[src/core/mhf_pkg.sv]
`default_nettype none
package mhf_pkg;
  localparam logic [7:0] MHF_OFF_MC_LOW = 8'hAC;
  localparam logic [7:0] MHF_OFF_MC_HIGH = 8'hB0;
  localparam logic [7:0] MHF_OFF_UC_LOW = 8'hB4;
  localparam logic [7:0] MHF_OFF_UC_HIGH = 8'hB8;
  localparam logic [7:0] MHF_OFF_OPERATION_SELECT = 8'hFC;
  localparam logic [31:0] MHF_HASH_RESET = 32'h00000000;
  localparam logic [2:0] MHF_OPSEL_RESET = 3'h7;
  localparam logic [2:0] MHF_OPSEL_SINGLE = 3'h7;
  localparam logic [2:0] MHF_OPSEL_MAC_ONLY = 3'h4;
  localparam logic [2:0] MHF_RX_STOPPED = 3'h0;
  localparam int MHF_BIT_SPEED = 31;
  localparam int MHF_BIT_DUPLEX = 30;
  localparam int MHF_BIT_LINK = 29;
  localparam int MHF_BIT_RELOAD = 26;
  localparam int MHF_HALF_BIT = 5;
  localparam logic [31:0] MHF_CRC_POLY = 32'h04C11DB7;
  localparam logic [31:0] MHF_CRC_INIT = 32'hFFFFFFFF;
  localparam int MHF_DA_BYTES = 6;
  localparam logic [31:0] MHF_SLVERR_DATA = 32'h00000000;
endpackage
`default_nettype wire

[src/core/mhf_crc.sv]
`default_nettype none
// Bytewise CRC32 over the destination address; hash index is low six bits
module mhf_crc
(
  input wire logic core_clk,
  input wire logic rst,
  input wire logic byte_vld,
  input wire logic [7:0] byte_data,
  input wire logic frame_start,
  output logic idx_vld,
  output logic [5:0] idx
);
  import mhf_pkg::*;
  logic [31:0] crc_r;
  logic [31:0] crc_nxt;
  logic [2:0] cnt_r;

  function automatic logic [31:0] crc_step(input logic [31:0] c, input logic [7:0] d);
    logic [31:0] r;
    r = c;
    for (int i = 0; i < 8; i++)
    begin
      if (r[31] ^ d[i])
        r = (r << 1) ^ MHF_CRC_POLY;
      else
        r = r << 1;
    end
    return r;
  endfunction

  always_comb
  begin
    crc_nxt = crc_step(frame_start ? MHF_CRC_INIT : crc_r, byte_data);
  end

  always_ff @(posedge core_clk)
  begin
    if (rst)
    begin
      crc_r <= MHF_CRC_INIT;
      cnt_r <= 3'h0;
      idx_vld <= 1'b0;
      idx <= 6'h00;
    end
    else
    begin
      idx_vld <= 1'b0;
      if (byte_vld && (frame_start || cnt_r != 3'h0))
      begin
        crc_r <= crc_nxt;
        if ((frame_start ? 3'h0 : cnt_r) == 3'(MHF_DA_BYTES - 1))
        begin
          cnt_r <= 3'h0;
          idx_vld <= 1'b1;
          idx <= crc_nxt[5:0];
        end
        else
          cnt_r <= (frame_start ? 3'h1 : cnt_r + 3'h1);
      end
    end
  end
endmodule
`default_nettype wire

[src/core/mhf_reload.sv]
`default_nettype none
// Handshake with the EEPROM loader: request held until done returns
module mhf_reload
(
  input wire logic core_clk,
  input wire logic rst,
  input wire logic start,
  input wire logic done_pin,
  output logic busy,
  output logic req
);
  logic d1_r;
  logic d2_r;
  always_ff @(posedge core_clk)
  begin
    if (rst)
    begin
      d1_r <= 1'b0;
      d2_r <= 1'b0;
    end
    else
    begin
      d1_r <= done_pin;
      d2_r <= d1_r;
    end
  end
  always_ff @(posedge core_clk)
  begin
    if (rst)
    begin
      busy <= 1'b0;
      req <= 1'b0;
    end
    else if (start && !busy)
    begin
      busy <= 1'b1;
      req <= 1'b1;
    end
    else if (busy && d2_r)
    begin
      busy <= 1'b0;
      req <= 1'b0;
    end
  end
endmodule
`default_nettype wire

[src/core/mhf_top.sv]
`default_nettype none
module mhf_top
(
  input wire logic core_clk,
  input wire logic rst,
  input wire logic psel,
  input wire logic penable,
  input wire logic pwrite,
  input wire logic [7:0] paddr,
  input wire logic [31:0] pwdata,
  input wire logic [3:0] pstrb,
  output logic [31:0] prdata,
  output logic pready,
  output logic pslverr,
  input wire logic [2:0] rx_state,
  input wire logic speed_pin,
  input wire logic duplex_pin,
  input wire logic link_pin,
  input wire logic reload_done_pin,
  output logic reload_req,
  input wire logic rx_byte_vld,
  input wire logic [7:0] rx_byte,
  input wire logic rx_frame_start,
  input wire logic rx_da_multicast,
  output logic hash_vld,
  output logic hash_accept,
  output logic [2:0] operation_select,
  output logic mac_only_mode,
  output logic diag_mode
);
  import mhf_pkg::*;

  logic [31:0] multicast_hash_low_r;
  logic [31:0] multicast_hash_high_r;
  logic [31:0] unicast_hash_low_r;
  logic [31:0] unicast_hash_high_r;
  logic [2:0] opsel_r;
  logic [2:0] st_s1_r;
  logic [2:0] st_s2_r;
  logic stop_seen_r;
  logic sp1_r;
  logic sp2_r;
  logic dp1_r;
  logic duplex_status;
  logic lk1_r;
  logic lk2_r;
  logic mc_seen_r;
  logic reload_busy;
  logic idx_vld;
  logic [5:0] idx;
  logic wr_en;
  logic rd_en;
  logic rx_stopped;
  logic [31:0] rd_nxt;
  logic hit_nxt;

  function automatic logic [31:0] byte_merge(input logic [31:0] old, input logic [31:0] wd,
                                             input logic [3:0] st);
    logic [31:0] r;
    r = old;
    for (int b = 0; b < 4; b++)
    begin
      if (st[b])
        r[8*b +: 8] = wd[8*b +: 8];
    end
    return r;
  endfunction

  function automatic logic table_hit(input logic [31:0] lo, input logic [31:0] hi,
                                     input logic [5:0] ix);
    logic [31:0] w;
    w = ix[MHF_HALF_BIT] ? hi : lo;
    return w[ix[4:0]];
  endfunction

  function automatic logic known_off(input logic [7:0] a);
    return a == MHF_OFF_MC_LOW || a == MHF_OFF_MC_HIGH || a == MHF_OFF_UC_LOW ||
           a == MHF_OFF_UC_HIGH || a == MHF_OFF_OPERATION_SELECT;
  endfunction

  // Pin inputs pass two flip-flops before use
  always_ff @(posedge core_clk)
  begin
    if (rst)
    begin
      st_s1_r <= 3'h0;
      st_s2_r <= 3'h0;
      sp1_r <= 1'b0;
      sp2_r <= 1'b0;
      dp1_r <= 1'b0;
      duplex_status <= 1'b0;
      lk1_r <= 1'b0;
      lk2_r <= 1'b0;
    end
    else
    begin
      st_s1_r <= rx_state;
      st_s2_r <= st_s1_r;
      sp1_r <= speed_pin;
      sp2_r <= sp1_r;
      dp1_r <= duplex_pin;
      duplex_status <= dp1_r;
      lk1_r <= link_pin;
      lk2_r <= lk1_r;
    end
  end

  // A skewed state change can pass through 000 for one cycle; want two samples
  always_ff @(posedge core_clk)
  begin
    if (rst)
      stop_seen_r <= 1'b0;
    else
      stop_seen_r <= (st_s2_r == MHF_RX_STOPPED);
  end

  assign rx_stopped = stop_seen_r && (st_s2_r == MHF_RX_STOPPED);
  assign wr_en = psel && penable && pwrite;
  assign rd_en = psel && penable && !pwrite;

  // Multicast table; writes dropped while receiver runs
  always_ff @(posedge core_clk)
  begin
    if (rst)
    begin
      multicast_hash_low_r <= MHF_HASH_RESET;
      multicast_hash_high_r <= MHF_HASH_RESET;
    end
    else if (wr_en && rx_stopped)
    begin
      if (paddr == MHF_OFF_MC_LOW)
        multicast_hash_low_r <= byte_merge(multicast_hash_low_r, pwdata, pstrb);
      if (paddr == MHF_OFF_MC_HIGH)
        multicast_hash_high_r <= byte_merge(multicast_hash_high_r, pwdata, pstrb);
    end
  end

  // Unicast table
  always_ff @(posedge core_clk)
  begin
    if (rst)
    begin
      unicast_hash_low_r <= MHF_HASH_RESET;
      unicast_hash_high_r <= MHF_HASH_RESET;
    end
    else if (wr_en)
    begin
      if (paddr == MHF_OFF_UC_LOW)
        unicast_hash_low_r <= byte_merge(unicast_hash_low_r, pwdata, pstrb);
      if (paddr == MHF_OFF_UC_HIGH)
        unicast_hash_high_r <= byte_merge(unicast_hash_high_r, pwdata, pstrb);
    end
  end

  // Mode field, low byte lane
  always_ff @(posedge core_clk)
  begin
    if (rst)
      opsel_r <= MHF_OPSEL_RESET;
    else if (wr_en && paddr == MHF_OFF_OPERATION_SELECT && pstrb[0])
      opsel_r <= pwdata[2:0];
  end

  always_ff @(posedge core_clk)
  begin
    if (rst)
    begin
      operation_select <= MHF_OPSEL_RESET;
      mac_only_mode <= 1'b0;
      diag_mode <= 1'b0;
    end
    else
    begin
      operation_select <= opsel_r;
      mac_only_mode <= (opsel_r == MHF_OPSEL_MAC_ONLY);
      diag_mode <= (opsel_r != MHF_OPSEL_SINGLE) &&
                   (opsel_r != MHF_OPSEL_MAC_ONLY);
    end
  end

  mhf_reload u_reload
  (
    .core_clk(core_clk),
    .rst(rst),
    .start(wr_en && paddr == MHF_OFF_OPERATION_SELECT && pstrb[3] && pwdata[MHF_BIT_RELOAD]),
    .done_pin(reload_done_pin),
    .busy(reload_busy),
    .req(reload_req)
  );

  always_comb
  begin
    rd_nxt = 32'h00000000;
    case (paddr)
      MHF_OFF_MC_LOW: rd_nxt = multicast_hash_low_r;
      MHF_OFF_MC_HIGH: rd_nxt = multicast_hash_high_r;
      MHF_OFF_UC_LOW: rd_nxt = unicast_hash_low_r;
      MHF_OFF_UC_HIGH: rd_nxt = unicast_hash_high_r;
      MHF_OFF_OPERATION_SELECT:
      begin
        rd_nxt[MHF_BIT_SPEED] = sp2_r;
        rd_nxt[MHF_BIT_DUPLEX] = duplex_status;
        rd_nxt[MHF_BIT_LINK] = lk2_r;
        rd_nxt[MHF_BIT_RELOAD] = reload_busy;
        rd_nxt[2:0] = opsel_r;
      end
      default: rd_nxt = MHF_SLVERR_DATA;
    endcase
  end

  // Zero-wait APB slave: answer in the access cycle
  always_ff @(posedge core_clk)
  begin
    if (rst)
    begin
      prdata <= 32'h00000000;
      pready <= 1'b0;
      pslverr <= 1'b0;
    end
    else
    begin
      pready <= psel && !penable;
      pslverr <= psel && !penable && !known_off(paddr);
      if (psel && !penable && !pwrite)
        prdata <= rd_nxt;
    end
  end

  mhf_crc u_crc
  (
    .core_clk(core_clk),
    .rst(rst),
    .byte_vld(rx_byte_vld),
    .byte_data(rx_byte),
    .frame_start(rx_frame_start),
    .idx_vld(idx_vld),
    .idx(idx)
  );

  always_ff @(posedge core_clk)
  begin
    if (rst)
      mc_seen_r <= 1'b0;
    else if (rx_frame_start && rx_byte_vld)
      mc_seen_r <= rx_da_multicast;
  end

  always_comb
  begin
    if (mc_seen_r)
      hit_nxt = table_hit(multicast_hash_low_r, multicast_hash_high_r, idx);
    else
      hit_nxt = table_hit(unicast_hash_low_r, unicast_hash_high_r, idx);
  end

  always_ff @(posedge core_clk)
  begin
    if (rst)
    begin
      hash_vld <= 1'b0;
      hash_accept <= 1'b0;
    end
    else
    begin
      hash_vld <= idx_vld;
      hash_accept <= idx_vld && hit_nxt;
    end
  end
endmodule
`default_nettype wire

[config.mk]
export PLATFORM = sky130hd
export DESIGN_NAME = mhf_top
export DESIGN_NICKNAME = d
export VERILOG_FILES = /design/src/core/mhf_pkg.sv /design/src/core/mhf_crc.sv /design/src/core/mhf_reload.sv /design/src/core/mhf_top.sv
export SDC_FILE = /design/constraint.sdc
export NUM_CORES = 1
export LEC_CHECK = 0
export BUFFER_PORTS_ARGS = -buffer_cell sky130_fd_sc_hd__buf_2
export CAP_MARGIN = 0
export CORE_MARGIN = 2
export CORE_UTILIZATION = 54
export DETAILED_ROUTE_END_ITERATION = 10
export PLACE_DENSITY = 0.78
export SYNTH_ARGS = -nofsm -noshare
export SYNTH_HDL_FRONTEND = slang
export SYNTH_HIERARCHICAL = 1
export SYNTH_SLANG_ARGS = --single-unit
[constraint.sdc]
create_clock -name core_clk -period 2.1 [get_ports core_clk]
set_input_delay 0.315 -clock core_clk [delete_from_list [all_inputs] [get_ports core_clk]]
set_output_delay 0.315 -clock core_clk [all_outputs]
set_load 0.05 [all_outputs]
==> summary.txt, run 1 <==
Status
  – Status: complete, but fails checks
  – Failing checks: negative setup slack

Layout
  – Fin util: 65.12%
  – Area Growth Syn to Fin: 19.33%
  – Layout fillers: 1,574
  – Commonest non-fill, non-tap cell in the layout: dfxtp_1
  – Nets: 1,353
  – Multi-input logic area: 5996 um^2
  – Most frequent cells in the layout: dfxtp_1, nor2_1, mux2i_1
  – FF+latch area: 4629 um^2
  – Share of cells above drive strength 1: 21.32%

Detailed routing
  – Vias/cell: 5.820
  – Drt first-iter violations: 787
  – DRC: 0
  – DR WL/cell: 18.58 um
  – Pre-antenna DRT Iters: 7
  – Via Count: 9,149
  – Routed WL: 29,210 um
  – Antenna Violating Nets Remaining: 0

Synth
  – Mapped Cells: 1,147
  – Number of synthesized flops with an enable pin: 0
  – Yosys cell types: 61
  – Synthesized Nets: 1,216
  – Sequential share of the synthesized area: 42.15%
  – Flip-flop and latch count after synthesis: 231
  – Async S/R FF share, synth: 0%
  – Synthesized area: 10,970 um^2
  – Primary FF master, synth: dfxtp_1
  – Mean Syn Cell Area: 9.566 um^2
  – Ys Warns: 6

Timing
  – Worst-Margin Slew: 670.8 ps
  – Headroom to the max-slew limit: 55.28%
  – RSZ-0062 raised after global routing: true
  – Fin crit share: 102.1%
  – Finish-stage setup viols: 1
  – Fmax achieved: 466.5 MHz
  – Crit path time final: 2144 ps
  – Skew final: 20.44 ps
  – Final WS setup: -43.56 ps
  – Final Hold Fails: 0
  – Final Max Tran Viols: 0

Min path
  – Hold Path Class: in2reg

Die
  – Row cnt: 52
  – Die area: 21,470 um^2
  – Core Region: 20,100 um^2
  – Initial core utilization: 54.57%
  – Die height: 146.5 um
  – Die width: 146.5 um
  – Top Ports: 109

Clocking
  – CTS buffer count: 25
  – Clock Latency Late Sink: 530 ps
  – Sink Count: 231
  – Post-CTS setup buffer count: 0
  – Clock root buffer: clkbuf_16
  – CTS tree: done
  – CTS max path bufs: 3
  – H-tree depth: 1
  – Clk slew on worst S/H paths: 60 ps

GRT
  – Global route overflow: 0
  – First-pass GRT wire length: 47,150 um
  – Largest net degree at the start of global routing: 76
  – GR Util All Layers: 26.77%
  – Initial antenna violation count: 4
  – Vias in the first global route: 9,099

Worst setup path
  – Critical Path End Type: register
  – Critical path required time: 2510 ps
  – Slowest-stage cell, CP: dfxtp_4
  – Max incr delay on CP: 420 ps
  – CP Cell Sequence: buf_4 -> buf_8 -> mux2i_2 -> a22oi_1 -> a31o_2 -> o211ai_1 -> a21oi_1 -> or3_1
  – Critical path arrival: 2560 ps
  – Crit path max fanout: 10
  – Crit Path Category: reg2reg
  – Worst setup SP type: register

Power
  – Worst IR Drop VDD: 753.7 uV
  – Pwr Density: 790.4 nW/um^2
  – Leak: 5.318 nW

Place
  – GP Congestion: 0.9219
  – Port bufs: 108
  – Place WS: -94.63 ps
  – Dpl hpwl: 20,560 um

Flow run
  – Maximum Capacitance Violations: 0
layout make-up:
cell class,count,area share [%]
clock buffer,34,5.419
tap,270,2.580
antenna,3,0.05734
inverter,5,0.1433
sequential,231,35.36
timing repair buffer,193,10.05
multi-input combinational,828,45.79
clock inverter,8,0.5925
per-stage QoR:
step / hold slack, ps / std cells / area, um^2 / TNS [ps] / total power, mW
after global routing: 39.57 / 1572 / 13090 / -83.14 / 10.73
after global placement: 409.1 / 1524 / 12200 / -57.62 / 6.143
final: 9.735 / 1572 / 13090 / -43.56 / 10.35
after CTS: 0.4181 / 1569 / 13030 / -16.66 / 10.38
after detailed placement: 404.4 / 1524 / 12200 / -94.63 / 6.178
after floorplan: 386.6 / 1147 / 10980 / 0 / 5.757
worst paths after layout:
| check | start | end | slack (ps) | depth (start not counted) |
|---|---|---|---|---|
| worst max-delay path | u_crc/idx[0] | hash_accept | -40 | 8 |
| worst min-delay path | link_pin | lk1_r | 10 | 2 |
| worst max register to register | u_crc/idx[0] | hash_accept | -40 | 8 |
| worst min register to register | u_reload/d2_r | u_reload/req | 410 | 1 |
cell usage after synthesis (3+ instances only):
master / instances / area share [%]
a211o_1: 3 / 0.24
a211oi_1: 4 / 0.27
a21boi_0: 25 / 1.7
a21oi_1: 19 / 0.87
a221o_1: 8 / 0.73
a221oi_1: 7 / 0.56
a222oi_1: 25 / 2.3
a22o_1: 7 / 0.56
a22oi_1: 17 / 1.2
and2_1: 5 / 0.29
and4b_1: 4 / 0.36
buf_1: 6 / 0.21
buf_2: 17 / 0.78
buf_4: 3 / 0.21
buf_6: 4 / 0.41
clkbuf_1: 52 / 1.8
dfxtp_1: 231 / 42
inv_1: 5 / 0.17
mux2_2: 3 / 0.31
mux2i_1: 163 / 15
mux4_1: 4 / 0.96
mux4_2: 9 / 1.8
nand2_1: 83 / 2.8
nand3_1: 14 / 0.64
nand3_2: 4 / 0.36
nand4_1: 3 / 0.17
nand4b_1: 3 / 0.24
nor2_1: 184 / 6.3
nor2b_1: 25 / 1.4
nor3_1: 15 / 0.68
nor4_1: 4 / 0.23
o211ai_1: 26 / 1.8
o21ai_0: 37 / 1.7
or2_2: 4 / 0.23
xnor2_1: 73 / 5.8
xor2_1: 14 / 1.1
flip-flops by register name, indices dropped and copies added, names as in the netlist, 3 cells and up:
name / count
prdata: 32
unicast_hash_high_r: 32
multicast_hash_low_r: 32
operation_select: 3
u_crc/cnt_r: 3
unicast_hash_low_r: 32
u_crc/crc_r: 32
st_s2_r: 3
opsel_r: 3
multicast_hash_high_r: 32
u_crc/idx: 6
st_s1_r: 3
where the power goes:
part	leakage (nW)	internal, mW	total (mW)	switching [mW]
logic	3.06	0.714	1.50	0.785
clock network	0.384	2.48	4.24	1.77
registers	1.87	4.51	4.60	0.0985
total	5.32	7.70	10.3	2.65
layer usage:
metal / vias to the layer above / global-route usage [%] / routed length, um
met2: 358 / 46.01 / 14220
met5: - / 0 / 7
met4: 2 / 10.97 / 1147
met3: 80 / 3.969 / 1808
met1: 4384 / 33.83 / 12030
li1: 4325 / - / -
repair_timing:
action,in CTS,in global routing
hold buffers,3,0
resized for setup,8,15
endpoints found under the hold margin,3,0
pin swaps,1,1
setup endpoints to repair,1,2
gates cloned,0,0
cells by family after synthesis:
family / count (synthesis) / share of synthesized area [%]
AND/OR/NAND/NOR: 364 / 15.04
flip-flops: 231 / 42.15
AO/OA/AOI/OAI: 188 / 12.52
multiplexers: 179 / 17.98
XOR/XNOR: 95 / 8.484
buffers and inverters: 88 / 3.592
adder cells (fa/ha/maj): 2 / 0.2280
worst max-delay path: cells and delay by family, from the launching register on:
kind            cells  cell delay [ps]
buf+inv             2              370
simple gates        1              300
flops               1              420
compound gates      4              660
mux                 1              280
Power figures use the tool's default switching activity.
==> inputs of run 2 (changes only) <==
--- a/config.mk
+++ b/config.mk
@@ -5,10 +5,13 @@
 export SDC_FILE = /design/constraint.sdc
 export NUM_CORES = 1
 export LEC_CHECK = 0
+export ABC_AREA = 1
 export BUFFER_PORTS_ARGS = -buffer_cell sky130_fd_sc_hd__buf_2
 export CAP_MARGIN = 0
+export CELL_PAD_IN_SITES_DETAIL_PLACEMENT = 1
+export CELL_PAD_IN_SITES_GLOBAL_PLACEMENT = 2
 export CORE_MARGIN = 2
-export CORE_UTILIZATION = 54
+export CORE_UTILIZATION = 30
 export DETAILED_ROUTE_END_ITERATION = 10
 export PLACE_DENSITY = 0.78
 export SYNTH_ARGS = -nofsm -noshare
==> run 2 against run 1 <==
The run now ends clean. First-iteration DRC count is 26% lower. Critical endpoint unchanged. Critical path type unchanged. Register-to-register slack better by 270 ps. Via count is 28% higher.
==> summary.txt, run 2 <==
Min path
  – Hold Startpoint: rx_byte_vld (was link_pin)
  – Hold endpoint: mc_seen_r (was lk1_r)
  – Hold Path Depth: 3 (was 2)
  – Hold Path Class: in2reg (unchanged)

Synth
  – Flip-flop and latch count after synthesis: 231 (unchanged)
  – Sequential share of the synthesized area: 40.64% (was 42.15%)
  – Top cells by area, synth: dfxtp_1, nand2_1, nand3_1 (was dfxtp_1, mux2i_1, nor2_1)
  – Mean Syn Cell Area: 6.620 um^2 (was 9.566 um^2)
  – Synthesized Nets: 1,788 (was 1,216)
  – Synth area leader: dfxtp_1 (unchanged)
  – Number of synthesized flops with an enable pin: 0 (unchanged)
  – Primary FF master, synth: dfxtp_1 (unchanged)
  – Synthesized area: 11,380 um^2 (was 10,970 um^2)
  – Async S/R FF share, synth: 0% (unchanged)
  – Most frequent cell after synthesis: nand2_1 (was dfxtp_1)
  – Ys Warns: 6 (unchanged)
  – Yosys top cell area share: 40.64% (was 42.15%)
  – Mapped Cells: 1,719 (was 1,147)
  – Yosys cell types: 40 (was 61)
  – Most frequent cells after synthesis: nand2_1, dfxtp_1, nor2_1, nand3_1, a21oi_1 (was dfxtp_1, nor2_1, mux2i_1, nand2_1, xnor2_1)

GRT
  – Largest net degree at the start of global routing: 77 (was 76)
  – Global route overflow: 0 (unchanged)
  – Initial antenna violation count: 1 (was 4)
  – Vias in the first global route: 12,150 (was 9,099)
  – First-pass GRT wire length: 67,850 um (was 47,150 um)
  – GR Util All Layers: 21.81% (was 26.77%)

Worst setup path
  – RR Endpoint: hash_accept (unchanged)
  – Critical Path End Type: register (unchanged)
  – Path depth of the worst reg2reg path: 11 (was 8)
  – Reg2reg start: u_crc/idx[0] (unchanged)
  – R2R setup slack: 220 ps (was -40 ps)
  – Critical path arrival: 2350 ps (was 2560 ps)
  – Critical path required time: 2570 ps (was 2510 ps)
  – Worst setup SP type: register (unchanged)
  – Crit Path Category: reg2reg (unchanged)
  – Crit path max fanout: 16 (was 10)

Detailed routing
  – Via Count: 11,680 (was 9,149)
  – Drt first-iter violations: 581 (was 787)
  – Vias/cell: 4.920 (was 5.820)
  – Routed WL: 42,330 um (was 29,210 um)
  – DRC: 0 (unchanged)
  – Antenna Violating Nets Remaining: 0 (unchanged)
  – DR WL/cell: 17.83 um (was 18.58 um)
  – Pre-antenna DRT Iters: 7 (unchanged)

Timing
  – Crit path time final: 1876 ps (was 2144 ps)
  – Final Hold Fails: 0 (unchanged)
  – Finish-stage setup viols: 0 (was 1)
  – RSZ-0062 raised after global routing: false (was true)
  – Hold Slack: 30.43 ps (was 9.735 ps)
  – Worst-Margin Slew: 815.6 ps (was 670.8 ps)
  – Headroom to the max-slew limit: 45.56% (was 55.28%)
  – Final Max Tran Viols: 0 (unchanged)
  – Sum of negative setup slack: 0 ps (was -43.56 ps)
  – Final WS setup: 224.3 ps (was -43.56 ps)
  – Skew final: 11.61 ps (was 20.44 ps)
  – Fin crit share: 89.32% (was 102.1%)
  – Fmax achieved: 533.1 MHz (was 466.5 MHz)

Place
  – Place WS: 122.7 ps (was -94.63 ps)
  – Port bufs: 108 (unchanged)
  – GP Congestion: 0.8075 (was 0.9219)
  – Dpl hpwl: 29,710 um (was 20,560 um)

Die
  – Top Ports: 109 (unchanged)
  – Core Region: 37,490 um^2 (was 20,100 um^2)
  – Die area: 39,510 um^2 (was 21,470 um^2)
  – Row cnt: 71 (was 52)
  – Die height: 198.8 um (was 146.5 um)
  – Die width: 198.8 um (was 146.5 um)
  – Initial core utilization: 30.36% (was 54.57%)

Clocking
  – Clock Latency Late Sink: 570 ps (was 530 ps)
  – CTS max path bufs: 3 (unchanged)
  – Clock root buffer: clkbuf_16 (unchanged)
  – Clk slew on worst S/H paths: 60 ps (about the same)
  – Sink Count: 231 (unchanged)
  – Post_cts resized: 0 (was 8)
  – CTS buffer count: 30 (was 25)
  – CTS tree: done (unchanged)
  – H-tree depth: 1 (unchanged)
  – Post-CTS setup buffer count: 0 (unchanged)

Power
  – Worst IR Drop VDD: 560.2 uV (was 753.7 uV)
  – Pwr Density: 789.1 nW/um^2 (was 790.4 nW/um^2)
  – Leak: 5.506 nW (was 5.318 nW)

Layout
  – Most frequent cells in the layout: nand2_1, dfxtp_1, nor2_1, nand3_1, a21oi_1 (was dfxtp_1, nor2_1, mux2i_1)
  – Nets: 1,908 (was 1,353)
  – Share of cells above drive strength 1: 13.86% (was 21.32%)
  – Area Growth Syn to Fin: 21.08% (was 19.33%)
  – Commonest non-fill, non-tap cell in the layout: nand2_1 (was dfxtp_1)

Status
  – Status: complete, no violations (was complete, but fails checks)

Flow run
  – Maximum Capacitance Violations: 0 (unchanged)
## run 2: cell types whose count changed in the layout (fill, tap and decap cells not counted), moves of 24 or more
cell | before | now
nand2_1 | 83 | 493
nand3_1 | 14 | 192
mux2i_1 | 161 | 0
a21oi_1 | 19 | 148
inv_1 | 5 | 103
o21ai_0 | 37 | 124
xnor2_1 | 73 | 11
a21boi_0 | 25 | 0
a222oi_1 | 25 | 0
nor2b_1 | 25 | 0
o211ai_1 | 26 | 2
## run 2: worst max-delay path by stage
stage,from,endpoint,slack (ps)
after floorplan,u_crc/crc_r[31],u_crc/crc_r[12],640
after global placement,paddr[0],multicast_hash_high_r[21],170
after detailed placement,paddr[0],multicast_hash_high_r[20],120
after CTS,st_s2_r[1],multicast_hash_low_r[13],200
after global routing,st_s2_r[1],multicast_hash_low_r[14],10
final,u_crc/idx[0],hash_accept,220
## run 2: cell families after synthesis
family / Yosys count / share of synthesized area, %
and+or+nand+nor: 938 / 34.59
buffers and inverters: 212 / 7.905
AOI/OAI and AO/OA: 308 / 14.19
DFF: 231 / 40.64
xor gates and xnor gates: 28 / 2.452
adders and majority gates: 2 / 0.2199
## run 2: repair_timing
action | in CTS | in global routing
endpoints found under the setup margin | 0 | 0
hold buffers | 8 | 0
endpoints found under the hold margin | 8 | 0
## run 2: critical path, cell delays in order (launching register included)
cell	delay, ps
dfxtp_1	330
inv_1	290
buf_4	340
nand3_1	110
nand3_1	90
nand3_1	150
nand2_1	130
nand2_1	60
nand3_1	80
nand3_1	80
nand2_1	60
nor2_1	40
## run 2: final cells by class
type | count | area (um^2)
antenna | 1 | 2.502
multi-input combinational | 1276 | 5863
inverter | 117 | 439.2
timing repair buffer | 183 | 1226
tap | 511 | 639.4
fill | 4843 | 23710
sequential | 231 | 4626
clock buffer | 47 | 885.9
clock inverter | 8 | 96.34
## run 2: power by group
part,internal [mW],leakage (nW),switching (mW)
Combinational,0.388,3.15,0.756
Clock,3.12,0.485,2.06
Sequential,4.48,1.87,0.0603
Total,7.99,5.51,2.88
## run 2: routing by layer
metal  up-vias  track usage [%]  wire length (um)
li1       5837                -                 -
met3        56            2.628              1416
met2       187            36.54             19460
met4         0            5.749              1088
met5         -                0                 0
met1      5601            29.62             20370
## run 2: through the flow
step	util (%)	power [mW]	area [um^2]	cells
after detailed placement	33.91	5.782	12710	2310
after global placement	33.91	5.746	12710	2310
final	36.75	10.87	13780	2374
after global routing	36.75	11.30	13780	2373
after CTS	36.75	11.01	13780	2373
after floorplan	-	5.348	11380	1719
